--- src/secl_pkg.sv ---
// Purpose: shared constants for the serial eeprom config loader
// Assumes: pclk at 40 MHz, eeprom in 16-bit word organisation
// Notes: register offsets are apb byte addresses
package secl_pkg;

    // ----------------------------------------
    // bus types
    // ----------------------------------------
    typedef logic [11:0] secl_addr_t;
    typedef logic [31:0] secl_data_t;

    // ----------------------------------------
    // register offsets
    // ----------------------------------------
    localparam secl_addr_t SECL_A_LCW = 12'h000;
    localparam secl_addr_t SECL_A_STAT = 12'h004;
    localparam secl_addr_t SECL_A_IDENT = 12'h008;
    localparam logic [4:0] SECL_A_LCFG_PG = 5'h02; // 0x100..0x17f
    localparam logic [4:0] SECL_A_PCFG_PG = 5'h04; // 0x200..0x27f

    // ----------------------------------------
    // local control word fields
    // ----------------------------------------
    localparam int SECL_LCW_SK = 24;
    localparam int SECL_LCW_CS = 25;
    localparam int SECL_LCW_DI = 26;
    localparam int SECL_LCW_DO = 27;
    localparam int SECL_LCW_VALID = 28;
    localparam int SECL_LCW_RELOAD = 29;

    // ----------------------------------------
    // eeprom word fields and defaults
    // ----------------------------------------
    localparam int SECL_B_MORE = 15;
    localparam logic [2:0] SECL_OP_RD = 3'h6; // start bit and read opcode
    localparam logic [6:0] SECL_IDENT_LIM = 7'h04;
    localparam logic [127:0] SECL_LCFG_WMASK = 128'h0000_0000_0000_0000_0000_0000_0000_ffff;
    localparam logic [7:0] SECL_BYTE_RST = 8'h00;

    // ----------------------------------------
    // timing
    // ----------------------------------------
    localparam int SECL_CLK_NS = 25;
    localparam int SECL_SK_HALF_NS = 500;
    localparam int SECL_SK_HALF_CYC = (SECL_SK_HALF_NS + SECL_CLK_NS - 1) / SECL_CLK_NS;

    // ----------------------------------------
    // loader states
    // ----------------------------------------
    typedef enum logic [1:0] {
        SECL_ST_IDLE = 2'b00,
        SECL_ST_FETCH = 2'b01,
        SECL_ST_WAIT = 2'b10,
        SECL_ST_EXEC = 2'b11
    } secl_st_t;

    // writable bits of each pci config byte
    function automatic logic [7:0] secl_pcfg_wmask(input logic [6:0] off);
        case (off)
            7'h02, 7'h03, 7'h09, 7'h0a, 7'h0b: secl_pcfg_wmask = 8'hff;
            7'h2e, 7'h2f, 7'h3d, 7'h42, 7'h43: secl_pcfg_wmask = 8'hff;
            7'h06: secl_pcfg_wmask = 8'h10;
            default: secl_pcfg_wmask = 8'h00;
        endcase
    endfunction : secl_pcfg_wmask

endpackage : secl_pkg

--- src/secl_ser_if.sv ---
// Purpose: word read request between loader and serial engine
// Assumes: one request at a time
// Notes: pin levels travel here as well
interface secl_ser_if #(parameter int AW = 6);
    logic start;
    logic [AW-1:0] addr;
    logic busy;
    logic done;
    logic absent;
    logic [15:0] data;
    logic sk;
    logic cs;
    logic di;
    logic dout_s;

    modport ctrl(output start, addr, dout_s, input busy, done, absent, data, sk, cs, di);
    modport eng(input start, addr, dout_s, output busy, done, absent, data, sk, cs, di);
endinterface : secl_ser_if

--- src/secl_sync.sv ---
// Purpose: two flip-flop synchroniser for pin inputs
// Assumes: input is a level
// Notes: the first stage feeds only the second
module secl_sync #(
    parameter int W = 1
) (
    // clock and reset
    input wire logic pclk,
    input wire logic presetn,
    // data
    input wire logic [W-1:0] d,
    output logic [W-1:0] q
);

    logic [W-1:0] meta_q;
    logic [W-1:0] q_q;

    // two stages
    always_ff @(posedge pclk or negedge presetn) begin
        if (!presetn) begin
            meta_q <= '0;
            q_q <= '0;
        end else begin
            meta_q <= d;
            q_q <= meta_q;
        end
    end

    assign q = q_q;

endmodule : secl_sync

--- src/secl_ser.sv ---
// Purpose: serial eeprom word reader
// Assumes: eeprom samples data in on rising clock, drives data out after it
// Notes: a dummy bit that is not low means no eeprom is fitted
module secl_ser #(
    parameter int AW = 6,
    parameter int HALF = secl_pkg::SECL_SK_HALF_CYC
) (
    // clock and reset
    input wire logic pclk,
    input wire logic presetn,
    // request and pins
    secl_ser_if.eng ser
);
    import secl_pkg::*;

    localparam int NB = 3 + AW + 1 + 16;

    logic [15:0] half_q;
    logic [5:0] bit_q;
    logic [AW+2:0] cmd_q;
    logic [15:0] data_q;
    logic run_q, sk_q, cs_q, di_q, absent_q, done_q;

    // half period tick and bit phases
    wire tick = run_q && (half_q == 16'(HALF - 1));
    wire fall = tick && sk_q;
    wire is_dummy = bit_q == 6'(3 + AW);
    wire is_data = bit_q > 6'(3 + AW);
    wire is_last = bit_q == 6'(NB - 1);

    // command, address, then 16 data bits
    always_ff @(posedge pclk or negedge presetn) begin
        if (!presetn) begin
            half_q <= '0;
            bit_q <= '0;
            cmd_q <= '0;
            data_q <= '0;
            run_q <= 1'b0;
            sk_q <= 1'b0;
            cs_q <= 1'b0;
            di_q <= 1'b0;
            absent_q <= 1'b0;
            done_q <= 1'b0;
        end else begin
            done_q <= 1'b0;
            if (!run_q) begin
                if (ser.start) begin
                    run_q <= 1'b1;
                    cs_q <= 1'b1;
                    cmd_q <= {SECL_OP_RD, ser.addr};
                    di_q <= SECL_OP_RD[2];
                    bit_q <= '0;
                    half_q <= '0;
                    absent_q <= 1'b0;
                end
            end else begin
                half_q <= tick ? '0 : half_q + 16'h0001;
                if (tick) begin
                    sk_q <= ~sk_q;
                end
                if (fall) begin
                    bit_q <= bit_q + 6'h01;
                    cmd_q <= {cmd_q[AW+1:0], 1'b0};
                    di_q <= cmd_q[AW+1];
                    if (is_dummy) begin
                        absent_q <= ser.dout_s; // floating line reads high
                    end
                    if (is_data) begin
                        data_q <= {data_q[14:0], ser.dout_s};
                    end
                    if (is_last) begin
                        run_q <= 1'b0;
                        cs_q <= 1'b0;
                        done_q <= 1'b1;
                    end
                end
            end
        end
    end

    assign ser.sk = sk_q;
    assign ser.cs = cs_q;
    assign ser.di = di_q;
    assign ser.busy = run_q;
    assign ser.done = done_q;
    assign ser.absent = absent_q;
    assign ser.data = data_q;

endmodule : secl_ser

--- src/secl_loader.sv ---
// Purpose: configuration loader from serial eeprom, apb register slave
// Assumes: pclk 40 MHz, presetn stands for the pci bus reset
// Notes: pci_retry is high for the whole download
//
// Operation
// - download starts at reset, ends absent/end
// - retry every host access while loading
// - no eeprom keeps default register values
// - four pins: clock, select, data out, in
// - read command, address, then 16-bit word
// - control bits 27:24 bit-bang eeprom pins
// - reload bit restarts download like reset
// - header signature match sets valid bit
// - header bits 3..0 flag zones 1..4
// - zones back to back, absent zones skipped
// - zone 1 writes byte at 7-bit offset
// - zone 1 end moves to next zone
// - only writable local registers change
// - zone 2 selectors 0..3 hit ident bytes
// - zone 2 bit 15 continues or moves on
// - zone 3 function header, only function 0
// - zone 3 words write selected function space
// - zone 3 word: offset, value, continue bit
// - zone 4 word pairs make function accesses
//
// Our own choices: the APB register port and the register addresses.
module secl_loader #(
    parameter int AW = 6,
    parameter logic [11:0] SIG = 12'h5a3, // arbitrary value
    parameter logic [15:0] VID_RST = 16'h1234, // arbitrary value
    parameter logic [15:0] SVID_RST = 16'h5678 // arbitrary value
) (
    // clock and reset
    input wire logic pclk,
    input wire logic presetn,
    // apb slave
    input wire logic psel,
    input wire logic penable,
    input wire logic pwrite,
    input wire secl_pkg::secl_addr_t paddr,
    input wire secl_pkg::secl_data_t pwdata,
    output secl_pkg::secl_data_t prdata,
    output logic pready,
    output logic pslverr,
    // eeprom pins
    output logic ee_sk,
    output logic ee_cs,
    output logic ee_di,
    input wire logic ee_do,
    // host retry
    output logic pci_retry,
    // function access
    output logic func_valid,
    output logic func_write,
    output logic [2:0] func_bar,
    output logic [7:0] func_addr,
    output logic [7:0] func_data
);
    import secl_pkg::*;

    // ----------------------------------------
    // declarations
    // ----------------------------------------

    secl_st_t st_q;
    logic [AW-1:0] addr_q;
    logic [2:0] zone_q;
    logic [3:0] flags_q;
    logic [15:0] word_q;
    logic absent_q;
    logic valid_q;
    logic z3data_q;
    logic fn_ok_q;
    logic z4sec_q;
    logic [15:0] w1_q;
    logic [2:0] bb_q; // sk, cs, di under software
    logic [7:0] lcfg_q [0:127];
    logic [7:0] pcfg_q [0:127];
    logic [7:0] ident_q [0:3];
    secl_data_t rd_q;
    logic fv_q, fw_q;
    logic [2:0] fb_q;
    logic [7:0] fa_q, fd_q;
    logic do_s;

    secl_ser_if #(.AW(AW)) ser();

    // ----------------------------------------
    // serial engine and pin input
    // ----------------------------------------

    // eeprom data in crosses into pclk
    secl_sync #(.W(1)) u_sync (
        .pclk(pclk),
        .presetn(presetn),
        .d(ee_do),
        .q(do_s)
    );

    secl_ser #(.AW(AW)) u_ser (
        .pclk(pclk),
        .presetn(presetn),
        .ser(ser)
    );

    assign ser.dout_s = do_s;
    assign ser.addr = addr_q;
    assign ser.start = st_q == SECL_ST_FETCH;

    // ----------------------------------------
    // next present zone
    // ----------------------------------------

    // lowest present zone above cur, zero when none
    function automatic logic [2:0] next_zone(input logic [2:0] cur, input logic [3:0] fl);
        logic [2:0] r;
        r = 3'h0;
        for (int n = 4; n >= 1; n--) begin
            if (3'(n) > cur && fl[4-n]) begin
                r = 3'(n);
            end
        end
        return r;
    endfunction : next_zone

    // ----------------------------------------
    // word decode
    // ----------------------------------------

    // fields of the current word
    wire loading = st_q != SECL_ST_IDLE;
    wire exec = st_q == SECL_ST_EXEC;
    wire w_more = word_q[SECL_B_MORE];
    wire [6:0] w_off = word_q[14:8];
    wire [7:0] w_byte = word_q[7:0];
    wire in_z0 = zone_q == 3'h0;
    wire in_z1 = zone_q == 3'h1;
    wire in_z2 = zone_q == 3'h2;
    wire in_z3 = zone_q == 3'h3;
    wire in_z4 = zone_q == 3'h4;

    wire sig_ok = !absent_q && word_q[15:4] == SIG;
    wire hdr_bad = in_z0 && !sig_ok;
    // flags come from the header itself in zone 0
    wire [3:0] fl_use = in_z0 ? word_q[3:0] : flags_q;
    // next zone after the current one
    wire [2:0] nz = next_zone(zone_q, fl_use);

    wire cont = in_z0 ? 1'b0 : in_z3 ? (z3data_q | w_more) : in_z4 ? (~z4sec_q | w_more) : w_more;
    wire addr_end = addr_q == {AW{1'b1}};
    wire finish = hdr_bad || addr_end || (!cont && nz == 3'h0);

    wire lcfg_we = exec && in_z1 && SECL_LCFG_WMASK[w_off];
    // zone 2 ident write, reserved ignored
    wire ident_we = exec && in_z2 && w_off < SECL_IDENT_LIM;
    // zone 3 write only for a valid function
    wire pcfg_we = exec && in_z3 && z3data_q && fn_ok_q;
    wire [7:0] pmask = secl_pcfg_wmask(w_off);
    wire [7:0] pnew = (pcfg_q[w_off] & ~pmask) | (w_byte & pmask);
    // second word of a pair fires the access
    wire z4_fire = exec && in_z4 && z4sec_q;

    // ----------------------------------------
    // apb decode
    // ----------------------------------------

    wire setup = psel && !penable;
    wire access = psel && penable;
    wire hit_lcw = paddr == SECL_A_LCW;
    wire hit_stat = paddr == SECL_A_STAT;
    wire hit_ident = paddr == SECL_A_IDENT;
    wire hit_lcfg = paddr[11:7] == SECL_A_LCFG_PG;
    wire hit_pcfg = paddr[11:7] == SECL_A_PCFG_PG;
    wire hit_any = hit_lcw | hit_stat | hit_ident | hit_lcfg | hit_pcfg;
    wire [6:0] bidx = {paddr[6:2], 2'b00};
    wire apb_wr = access && pwrite && hit_lcw && !loading;
    wire reload = apb_wr && pwdata[SECL_LCW_RELOAD];

    // read data selection
    wire [31:0] lcw_rd = {2'b00, 1'b0, valid_q, do_s, bb_q[2], bb_q[1], bb_q[0], 24'h00_0000};
    wire [31:0] lcfg_rd = {lcfg_q[bidx + 7'h3], lcfg_q[bidx + 7'h2], lcfg_q[bidx + 7'h1], lcfg_q[bidx]};
    wire [31:0] pcfg_rd = {pcfg_q[bidx + 7'h3], pcfg_q[bidx + 7'h2], pcfg_q[bidx + 7'h1], pcfg_q[bidx]};
    wire [31:0] id_rd = {ident_q[3], ident_q[2], ident_q[1], ident_q[0]};
    wire [31:0] st_rd = {30'h0000_0000, absent_q, loading};
    wire [31:0] rd_mux = hit_lcw ? lcw_rd : hit_stat ? st_rd : hit_ident ? id_rd :
                         hit_lcfg ? lcfg_rd : hit_pcfg ? pcfg_rd : 32'h0000_0000;

    // ----------------------------------------
    // loader sequence
    // ----------------------------------------

    // reset starts the download at word 0
    always_ff @(posedge pclk or negedge presetn) begin
        if (!presetn) begin
            st_q <= SECL_ST_FETCH;
            addr_q <= '0;
            zone_q <= 3'h0;
            word_q <= 16'h0000;
            absent_q <= 1'b0;
        end else begin
            unique case (st_q)
                SECL_ST_IDLE: begin
                    if (reload) begin
                        st_q <= SECL_ST_FETCH;
                        addr_q <= '0;
                        zone_q <= 3'h0;
                    end
                end
                SECL_ST_FETCH: begin
                    if (!ser.busy) begin
                        st_q <= SECL_ST_WAIT;
                    end
                end
                SECL_ST_WAIT: begin
                    if (ser.done) begin
                        word_q <= ser.data;
                        absent_q <= ser.absent;
                        st_q <= SECL_ST_EXEC;
                    end
                end
                SECL_ST_EXEC: begin
                    // end of program or next word
                    if (finish) begin
                        st_q <= SECL_ST_IDLE;
                    end else begin
                        st_q <= SECL_ST_FETCH;
                        addr_q <= addr_q + AW'(1);
                        if (!cont) begin
                            zone_q <= nz;
                        end
                    end
                end
            endcase
        end
    end

    // ----------------------------------------
    // header and zone sub-state
    // ----------------------------------------

    always_ff @(posedge pclk or negedge presetn) begin
        if (!presetn) begin
            flags_q <= 4'h0;
            valid_q <= 1'b0;
        end else if (reload) begin
            flags_q <= 4'h0;
            valid_q <= 1'b0;
        end else if (exec && in_z0 && sig_ok) begin
            flags_q <= word_q[3:0];
            valid_q <= 1'b1;
        end
    end

    // function header selects function 0 only
    always_ff @(posedge pclk or negedge presetn) begin
        if (!presetn) begin
            z3data_q <= 1'b0;
            fn_ok_q <= 1'b0;
        end else if (reload) begin
            z3data_q <= 1'b0;
            fn_ok_q <= 1'b0;
        end else if (exec && in_z3) begin
            if (!z3data_q && w_more) begin
                z3data_q <= 1'b1;
                fn_ok_q <= word_q[2:0] == 3'h0;
            end else if (z3data_q && !w_more) begin
                z3data_q <= 1'b0; // next word is a function header
            end
        end
    end

    always_ff @(posedge pclk or negedge presetn) begin
        if (!presetn) begin
            z4sec_q <= 1'b0;
            w1_q <= 16'h0000;
        end else if (reload) begin
            z4sec_q <= 1'b0;
        end else if (exec && in_z4) begin
            z4sec_q <= ~z4sec_q;
            if (!z4sec_q) begin
                w1_q <= word_q;
            end
        end
    end

    // function access strobe, read data discarded
    always_ff @(posedge pclk or negedge presetn) begin
        if (!presetn) begin
            fv_q <= 1'b0;
            fw_q <= 1'b0;
            fb_q <= 3'h0;
            fa_q <= 8'h00;
            fd_q <= 8'h00;
        end else begin
            fv_q <= z4_fire;
            if (z4_fire) begin
                fb_q <= w1_q[14:12];
                fw_q <= w1_q[11];
                fa_q <= w1_q[7:0];
                fd_q <= w_byte;
            end
        end
    end

    // ----------------------------------------
    // configuration storage
    // ----------------------------------------

    always_ff @(posedge pclk or negedge presetn) begin
        if (!presetn) begin
            for (int i = 0; i < 128; i++) begin
                lcfg_q[i] <= SECL_BYTE_RST;
                pcfg_q[i] <= SECL_BYTE_RST;
            end
        end else if (reload) begin
            for (int i = 0; i < 128; i++) begin
                lcfg_q[i] <= SECL_BYTE_RST;
                pcfg_q[i] <= SECL_BYTE_RST;
            end
        end else begin
            if (lcfg_we) begin
                lcfg_q[w_off] <= w_byte;
            end
            // pci config byte, masked bits only
            if (pcfg_we) begin
                pcfg_q[w_off] <= pnew;
            end
        end
    end

    // ident bytes, vendor then subsystem vendor
    always_ff @(posedge pclk or negedge presetn) begin
        if (!presetn) begin
            ident_q[0] <= VID_RST[7:0];
            ident_q[1] <= VID_RST[15:8];
            ident_q[2] <= SVID_RST[7:0];
            ident_q[3] <= SVID_RST[15:8];
        end else if (reload) begin
            ident_q[0] <= VID_RST[7:0];
            ident_q[1] <= VID_RST[15:8];
            ident_q[2] <= SVID_RST[7:0];
            ident_q[3] <= SVID_RST[15:8];
        end else if (ident_we) begin
            ident_q[w_off[1:0]] <= w_byte;
        end
    end

    // ----------------------------------------
    // software pin control
    // ----------------------------------------

    // bit-bang levels from the control word
    always_ff @(posedge pclk or negedge presetn) begin
        if (!presetn) begin
            bb_q <= 3'h0;
        end else if (apb_wr) begin
            bb_q <= {pwdata[SECL_LCW_DI], pwdata[SECL_LCW_CS], pwdata[SECL_LCW_SK]};
        end
    end

    assign ee_sk = loading ? ser.sk : bb_q[0];
    assign ee_cs = loading ? ser.cs : bb_q[1];
    assign ee_di = loading ? ser.di : bb_q[2];

    // ----------------------------------------
    // apb answer
    // ----------------------------------------

    // read data captured in the setup cycle
    always_ff @(posedge pclk or negedge presetn) begin
        if (!presetn) begin
            rd_q <= 32'h0000_0000;
        end else if (setup) begin
            rd_q <= rd_mux;
        end
    end

    // retry shown as error answer while loading
    assign pready = 1'b1;
    assign pslverr = access && (loading || !hit_any);
    assign prdata = rd_q;
    assign pci_retry = loading;

    // function access outputs
    assign func_valid = fv_q;
    assign func_write = fw_q;
    assign func_bar = fb_q;
    assign func_addr = fa_q;
    assign func_data = fd_q;

endmodule : secl_loader

--- config.mk ---
export PLATFORM = sky130hd
export DESIGN_NAME = secl_loader
export DESIGN_NICKNAME = d
export VERILOG_FILES = /design/src/secl_pkg.sv /design/src/secl_ser_if.sv /design/src/secl_sync.sv /design/src/secl_ser.sv /design/src/secl_loader.sv
export SDC_FILE = /design/constraint.sdc
export NUM_CORES = 2
export LEC_CHECK = 0
export ABC_CLOCK_PERIOD_IN_PS = 7700
export BUFFER_PORTS_ARGS = -buffer_cell sky130_fd_sc_hd__clkbuf_2
export CELL_PAD_IN_SITES_DETAIL_PLACEMENT = 1
export CELL_PAD_IN_SITES_GLOBAL_PLACEMENT = 2
export CORE_MARGIN = 2
export CORE_UTILIZATION = 39
export DETAILED_ROUTE_END_ITERATION = 6
export PLACE_DENSITY = 0.76
export SKIP_LAST_GASP = 1
export SLEW_MARGIN = 20
export SYNTH_ARGS = -nofsm -noshare
export SYNTH_HDL_FRONTEND = slang
export SYNTH_SLANG_ARGS = --single-unit
--- constraint.sdc ---
create_clock -name pclk -period 7.7 [get_ports pclk]
set_clock_uncertainty 0.15 [all_clocks]
set_input_delay 0.385 -clock pclk [delete_from_list [all_inputs] [get_ports pclk]]
set_output_delay 0.385 -clock pclk [all_outputs]
set_load 0.02 [all_outputs]
[After elaboration in Yosys (flattened, before gate mapping)]
Memories as Yosys holds them, arrays and structs flattened.
Index checks and enable logic that the tools add are counted.
Widths: inputs -> output; s select.
Operators by class
  eq/ne operators: 35
  mux-type cells: 109
  bitwise gates (word level): 19
  $lt $le $gt $ge: 15
  reductions and logical operators: 71
  add/sub/neg operators: 6
Operators by type and width (count)
  $mux 1024: 4
  $bwmux 1024: 2
  $bmux 8 s7: 9
  $mux 32: 7
  $mux 8: 23
  $demux 8 s7: 1
  $mux 16: 3
  $ge 8x8->1 const B: 5
  $not 7->8: 5
  $mux 1: 36
  $bwmux 32: 1
  $logic_and 1x1->1: 31
  $mux 6: 5
  $eq 7x4->1 const B: 3
  $eq 7x6->1 const B: 3
  $mux 3: 7
  $reduce_bool 2->1: 10
  $reduce_and 3->1: 6
  $add 16x1->16 const B: 1
  $and 8x8->8: 2
  $demux 8 s2: 1
  $eq 16x5->1 const B: 1
  $pmux 8 s2: 1
  $add 7x2->7 const B: 2
  other kinds (48): 86
Storage, ports and cells
  output and inout port bits: 59
  register bits after elaboration: 2241
  memories kept: 1
  ROM bits: 128
  logic and storage cells: 546
  input bits: 50
Memories
  (name not given): words 128, bits a word 1, rd ports 1, clocked after memory_dff 0, wr ports 0, RTL line secl_loader.sv:153  | wire lcfg_we = exec && in_z1 && SECL_LCFG_WMASK[w_off];

[Logic depth before layout (Yosys ltp)]
  depth in word-level cells: 12
  mapped depth: 16
  depth with buffers taken out: 9

[Modules after synthesis]
From an unflattened synthesis, not the netlist that was laid out.
Unflattened totals
  cells, all modules: 8785
  area total of the unflattened synthesis: 104615.3 µm²
By module, submodules not included
  secl_loader: area an instance 101932.8 µm², cells each 8540, sequential area each 54644.9 µm², times used 1
  secl_ser: area an instance 2632.5 µm², cells each 243, sequential area each 1301.2 µm², times used 1
  secl_sync: area an instance 50.0 µm², cells each 2, sequential area each 50.0 µm², times used 1

[Worst setup path before layout]
Ideal clock, no wire load.
  kind: reg2reg
  start: reg word_q[8]
  end: reg pcfg_q[664] in the netlist's numbering
  stages on the path, launching flop included: 14
  setup time: 0.121 ns
  period minus slack after synthesis: 3.285 ns
  data required time: 7.429 ns
  arrival time: 3.014 ns
  path buffers: 6
  setup slack: 4.415 ns
  cells stage by stage: dfrtp_1 > buf_6 > buf_6 > buf_4 > buf_2 > mux4_2 > mux4_2 > nor2_1 > nor4_1 > nor3_1 > nor2_2 > buf_6 > buf_6 > a22o_1
On the way
  word-level cells in the longest chain between the ends: 9
  elaborated cells between the ends (all ways): 29
  classes of those cells: order compare (2); eq/ne (11); mux (9); bitwise (5); reduce/logical (2)
RTL lines
  start: declaration: RTL line secl_loader.sv:69  | logic [15:0] word_q;
  start signal: assignment: RTL line secl_loader.sv:216  | word_q <= ser.data;
  $not 7->8 (implied by the code) (tied with other cells): RTL line secl_loader.sv:159, secl_loader.sv:326
  $bmux 8 s7 or $reduce_or 10->1 (tied branches)
  $mux 8 (implied by the code) or $pmux 8 s2 (tied branches): RTL line secl_loader.sv:159, secl_pkg.sv:59
  $mux 8 (implied by the code) or $not 8->8 (tied branches): RTL line secl_loader.sv:159  | wire [7:0] pnew = (pcfg_q[w_off] & ~pmask) | (w_byte & pmask);
  $and 8x8->8: RTL line secl_loader.sv:159
  $or 8x8->8: RTL line secl_loader.sv:159
  $bwmux 1024 (*): RTL line secl_loader.sv:326  | pcfg_q[w_off] <= pnew;
  $mux 1024 (*): RTL line secl_loader.sv:325  | if (pcfg_we) begin
  $mux 1024 (*): RTL line secl_loader.sv:315  | end else if (reload) begin
  end signal: indexed assignment: RTL line secl_loader.sv:326
  end: declaration: RTL line secl_loader.sv:78  | logic [7:0] pcfg_q [0:127];
Mark *: on every way between the ends. The rest lies on a longest branch, timed or not. The select of a mux whose other input is x is not followed.
A chain may end at the register's enable or synchronous reset.

[Worst setup path after layout]
  start: reg word_q[9]
  end: reg pcfg_q[145] in the netlist's numbering
The elaborated chain is that of the path after synthesis.

==> out/results.txt <==
CP Data Required Time: 8.25 ns
total negative slack: 0 ns
EDFF count, synth: 0
post-cts sizing count: 0
multi-input logic area: 45400 sq um
LEAKAGE: 0.0509 uW
largest net degree at the start of global routing: 299
clk sinks: 2237
fmax: 0.181 GHz
Synth area leaders: dfrtp_1 (53%), mux4_2 (17%), and2_1 (6.2%)
RSZ-0062 raised after global routing: no
Synth Register Bits: 2237
# nets final: 8383
Total Wirelength: 406 mm
cell repeated most along the worst path: buf_4
Port Buffers: 79
Clock Tree Buf Depth: 4
RR Endpoint: pcfg_q[145]$_DFFE_PN0P_
Overall Global Routing Usage: 29.9%
Slowest cell on crit path: dfrtp_4
CP max stage delay: 0.94 ns
fraction of layout cells with a size suffix above 1: 19.1%
Worst-Margin Slew: 1.38 ns
Row Count: 189
Post-synth ARST share: 100%
initial antenna violation count: 34
Clk Latency, worst-skew pair: 0.95 ns
pre-CTS setup slack: 2.32 ns
commonest non-fill, non-tap cell in the layout: dfrtp_1
period utilization: 71.8%
TritonCTS clock tree: done
hold endpoint: prdata[28]$_DFFE_PN0P_
Final ANT Viol Nets: 0
most frequent cells in the layout: dfrtp_1 (2210), nand2_1 (1096), and2_1 (1024)
Yosys top cell by area: dfrtp_1
post-route setup slack: 2.17 ns
Synth Flop Type: dfrtp_1
filler instances: 27500
First DRT Iteration DRCs: 7891
Arr. time, crit path: 6.08 ns
drt pass-1 iters: 5
Final Power: 25000 uW
sequential cell area fraction in the yosys report: 53.8%
synthesized instance count: 8426
crit-path cells: buf_4 -> nor2b_1 -> buf_4 -> a221oi_1 -> o311ai_2 -> a22oi_1 -> mux2i_4 -> buf_4 -> o21ai_0
FF-to-FF path depth: 9
I/O Pins: 109
Worst Setup Path Type: reg2reg
Die Height: 521 um
Syn Nets: 8485
Reg clk slew, reported paths: 0.06 ns
worst-path fanout max: 73
Startpoint Class: register
Synth cell types: 79
Placed Cells: 11600
type of the tightest min-delay check: in2reg
core area: 265000 sq um
slew margin rel.: 7.55%
post-synth top area share: 53.4%
synthesized area: 104000 sq um
Cell Area, Placed: 108000 sq um
Final setup viols: 0
Post-Layout Cell Count: 12100
r2r setup slk: 2.17 ns
Critical Path End Type: register
Starting Density: 39.2%
GRT overflow: 0
Slew Limit Fails: 0
Die ar.: 271000 sq um
delay-heaviest family, CP: compound AO/OA/AOI/OAI gates
DR vias/cell: 6.25
design area: 117000 sq um
hold depth: 6
status: finished clean
H-tree Lvls: 4
vias after detailed routing: 75300
YS warnings: 0
Final GP Congestion: 1.00
chip width: 521 um
Syn Area/Cell: 12.4 sq um
number of remaining DRC errors: 0
routed len/inst: 33.7 um
min-delay src: paddr[7]
Peak VDD IR: 0.000200 V
WP buf/inv: 3
Synth-to-Final Area Change: 12.0%
vias in the first global route: 78000
Final HPWL DP: 276 mm
final hold vios: 0
first-pass GRT wire length: 589 mm
r2r startpoint: word_q[9]$_DFFE_PN0P_
FF+latch area: 56000 sq um
Power Dens Cells: 214 nW/um^2
fin crit period: 5.53 ns
Max-cap violations: 0
CTS root buf: clkbuf_16
CTS buffer count: 239
-- cell usage after synthesis, drive strengths merged, types with 19 or more instances --
cell type / n
nor2: 321
nand3: 132
dfrtp: 2223
a21oi: 243
nor3: 58
nor2b: 25
mux2i: 321
inv: 24
o21ai: 713
a211oi: 28
mux2: 72
nand2: 1096
and3: 21
buf: 229
nand4: 19
o22ai: 33
a22o: 302
mux4: 770
a22oi: 53
nand2b: 19
clkbuf: 418
and2: 1029
a221oi: 55
a31oi: 32
-- flip-flops by register name, summed over array words and instances (netlist names), 12 cells and up --
| register | cells |
|---|---|
| u_ser.ser.data | 16 |
| u_ser.half_q | 16 |
| id_rd | 32 |
| pcfg_q | 1024 |
| lcfg_q | 1024 |
| w1_q | 12 |
| prdata | 32 |
| word_q | 16 |
-- tightest hold or removal path: stages --
cell	delay (ns)
clkbuf_2	0.10
nor3_1	0.10
and3_1	0.18
buf_4	0.21
nand2_1	0.10
a32oi_1	0.08
-- stage by stage --
| step | hold WS, ns | utilization (%) |
|---|---|---|
| final | 0.115 | 44.0 |
| after global routing | 0.100 | 43.9 |
| after CTS | 0.000361 | 43.9 |
| after detailed placement | 0.198 | 40.8 |
| after global placement | 0.194 | 40.8 |
| after floorplan | -0.0606 | - |
-- timing repair --
item                      CTS  global route
setup buffers               0             0
hold buffers               10             1
hold endpoints to repair  215             7
-- area by class of cell --
class	instances	share of cell area, %
antenna	10	0.0215
clock buffer	343	6.03
clock inverter	84	0.851
inverter	26	0.0901
multi-input combinational	5516	38.9
sequential	2237	48.0
tap	3533	3.79
timing repair buffer	304	2.26
-- routing by layer --
metal	wire, um	GRT usage [%]	vias up
li1	-	-	30300
met1	161000	39.6	40600
met2	180000	44.4	3506
met3	36200	7.66	982
met4	29000	17.9	20
met5	138	0	-
-- how the worst max path moves through the flow --
stage	start	depth (start not counted)	end	slack (ns)
floorplan	word_q[8]$_DFFE_PN0P_	13	pcfg_q[664]$_DFFE_PN0P_	4.41
global placement	word_q[8]$_DFFE_PN0P_	9	pcfg_q[50]$_DFFE_PN0P_	2.14
detailed placement	paddr[4]	9	pcfg_q[536]$_DFFE_PN0P_	2.32
CTS	word_q[8]$_DFFE_PN0P_	9	pcfg_q[378]$_DFFE_PN0P_	2.35
global route	word_q[8]$_DFFE_PN0P_	9	pcfg_q[202]$_DFFE_PN0P_	2.09
finish	word_q[9]$_DFFE_PN0P_	9	pcfg_q[145]$_DFFE_PN0P_	2.17
-- kinds of logic after synthesis --
logic type | after synthesis | share of synthesized area, %
other cells | 1 | 0.00360
simple gates | 2776 | 13.1
mux | 1163 | 20.5
buf+inv | 673 | 2.94
compound gates | 1561 | 9.44
xor+xnor | 6 | 0.0505
fa+ha+maj | 9 | 0.108
flops | 2237 | 53.8
-- where the power goes --
part | switching, uW | internal (uW) | leakage (uW) | total [uW]
registers | 68.3 | 11800 | 0.0303 | 11900
clock network | 5030 | 6940 | 0.00399 | 12000
logic | 823 | 320 | 0.0167 | 1140
Note: power is estimated with default switching activity, not from simulation.
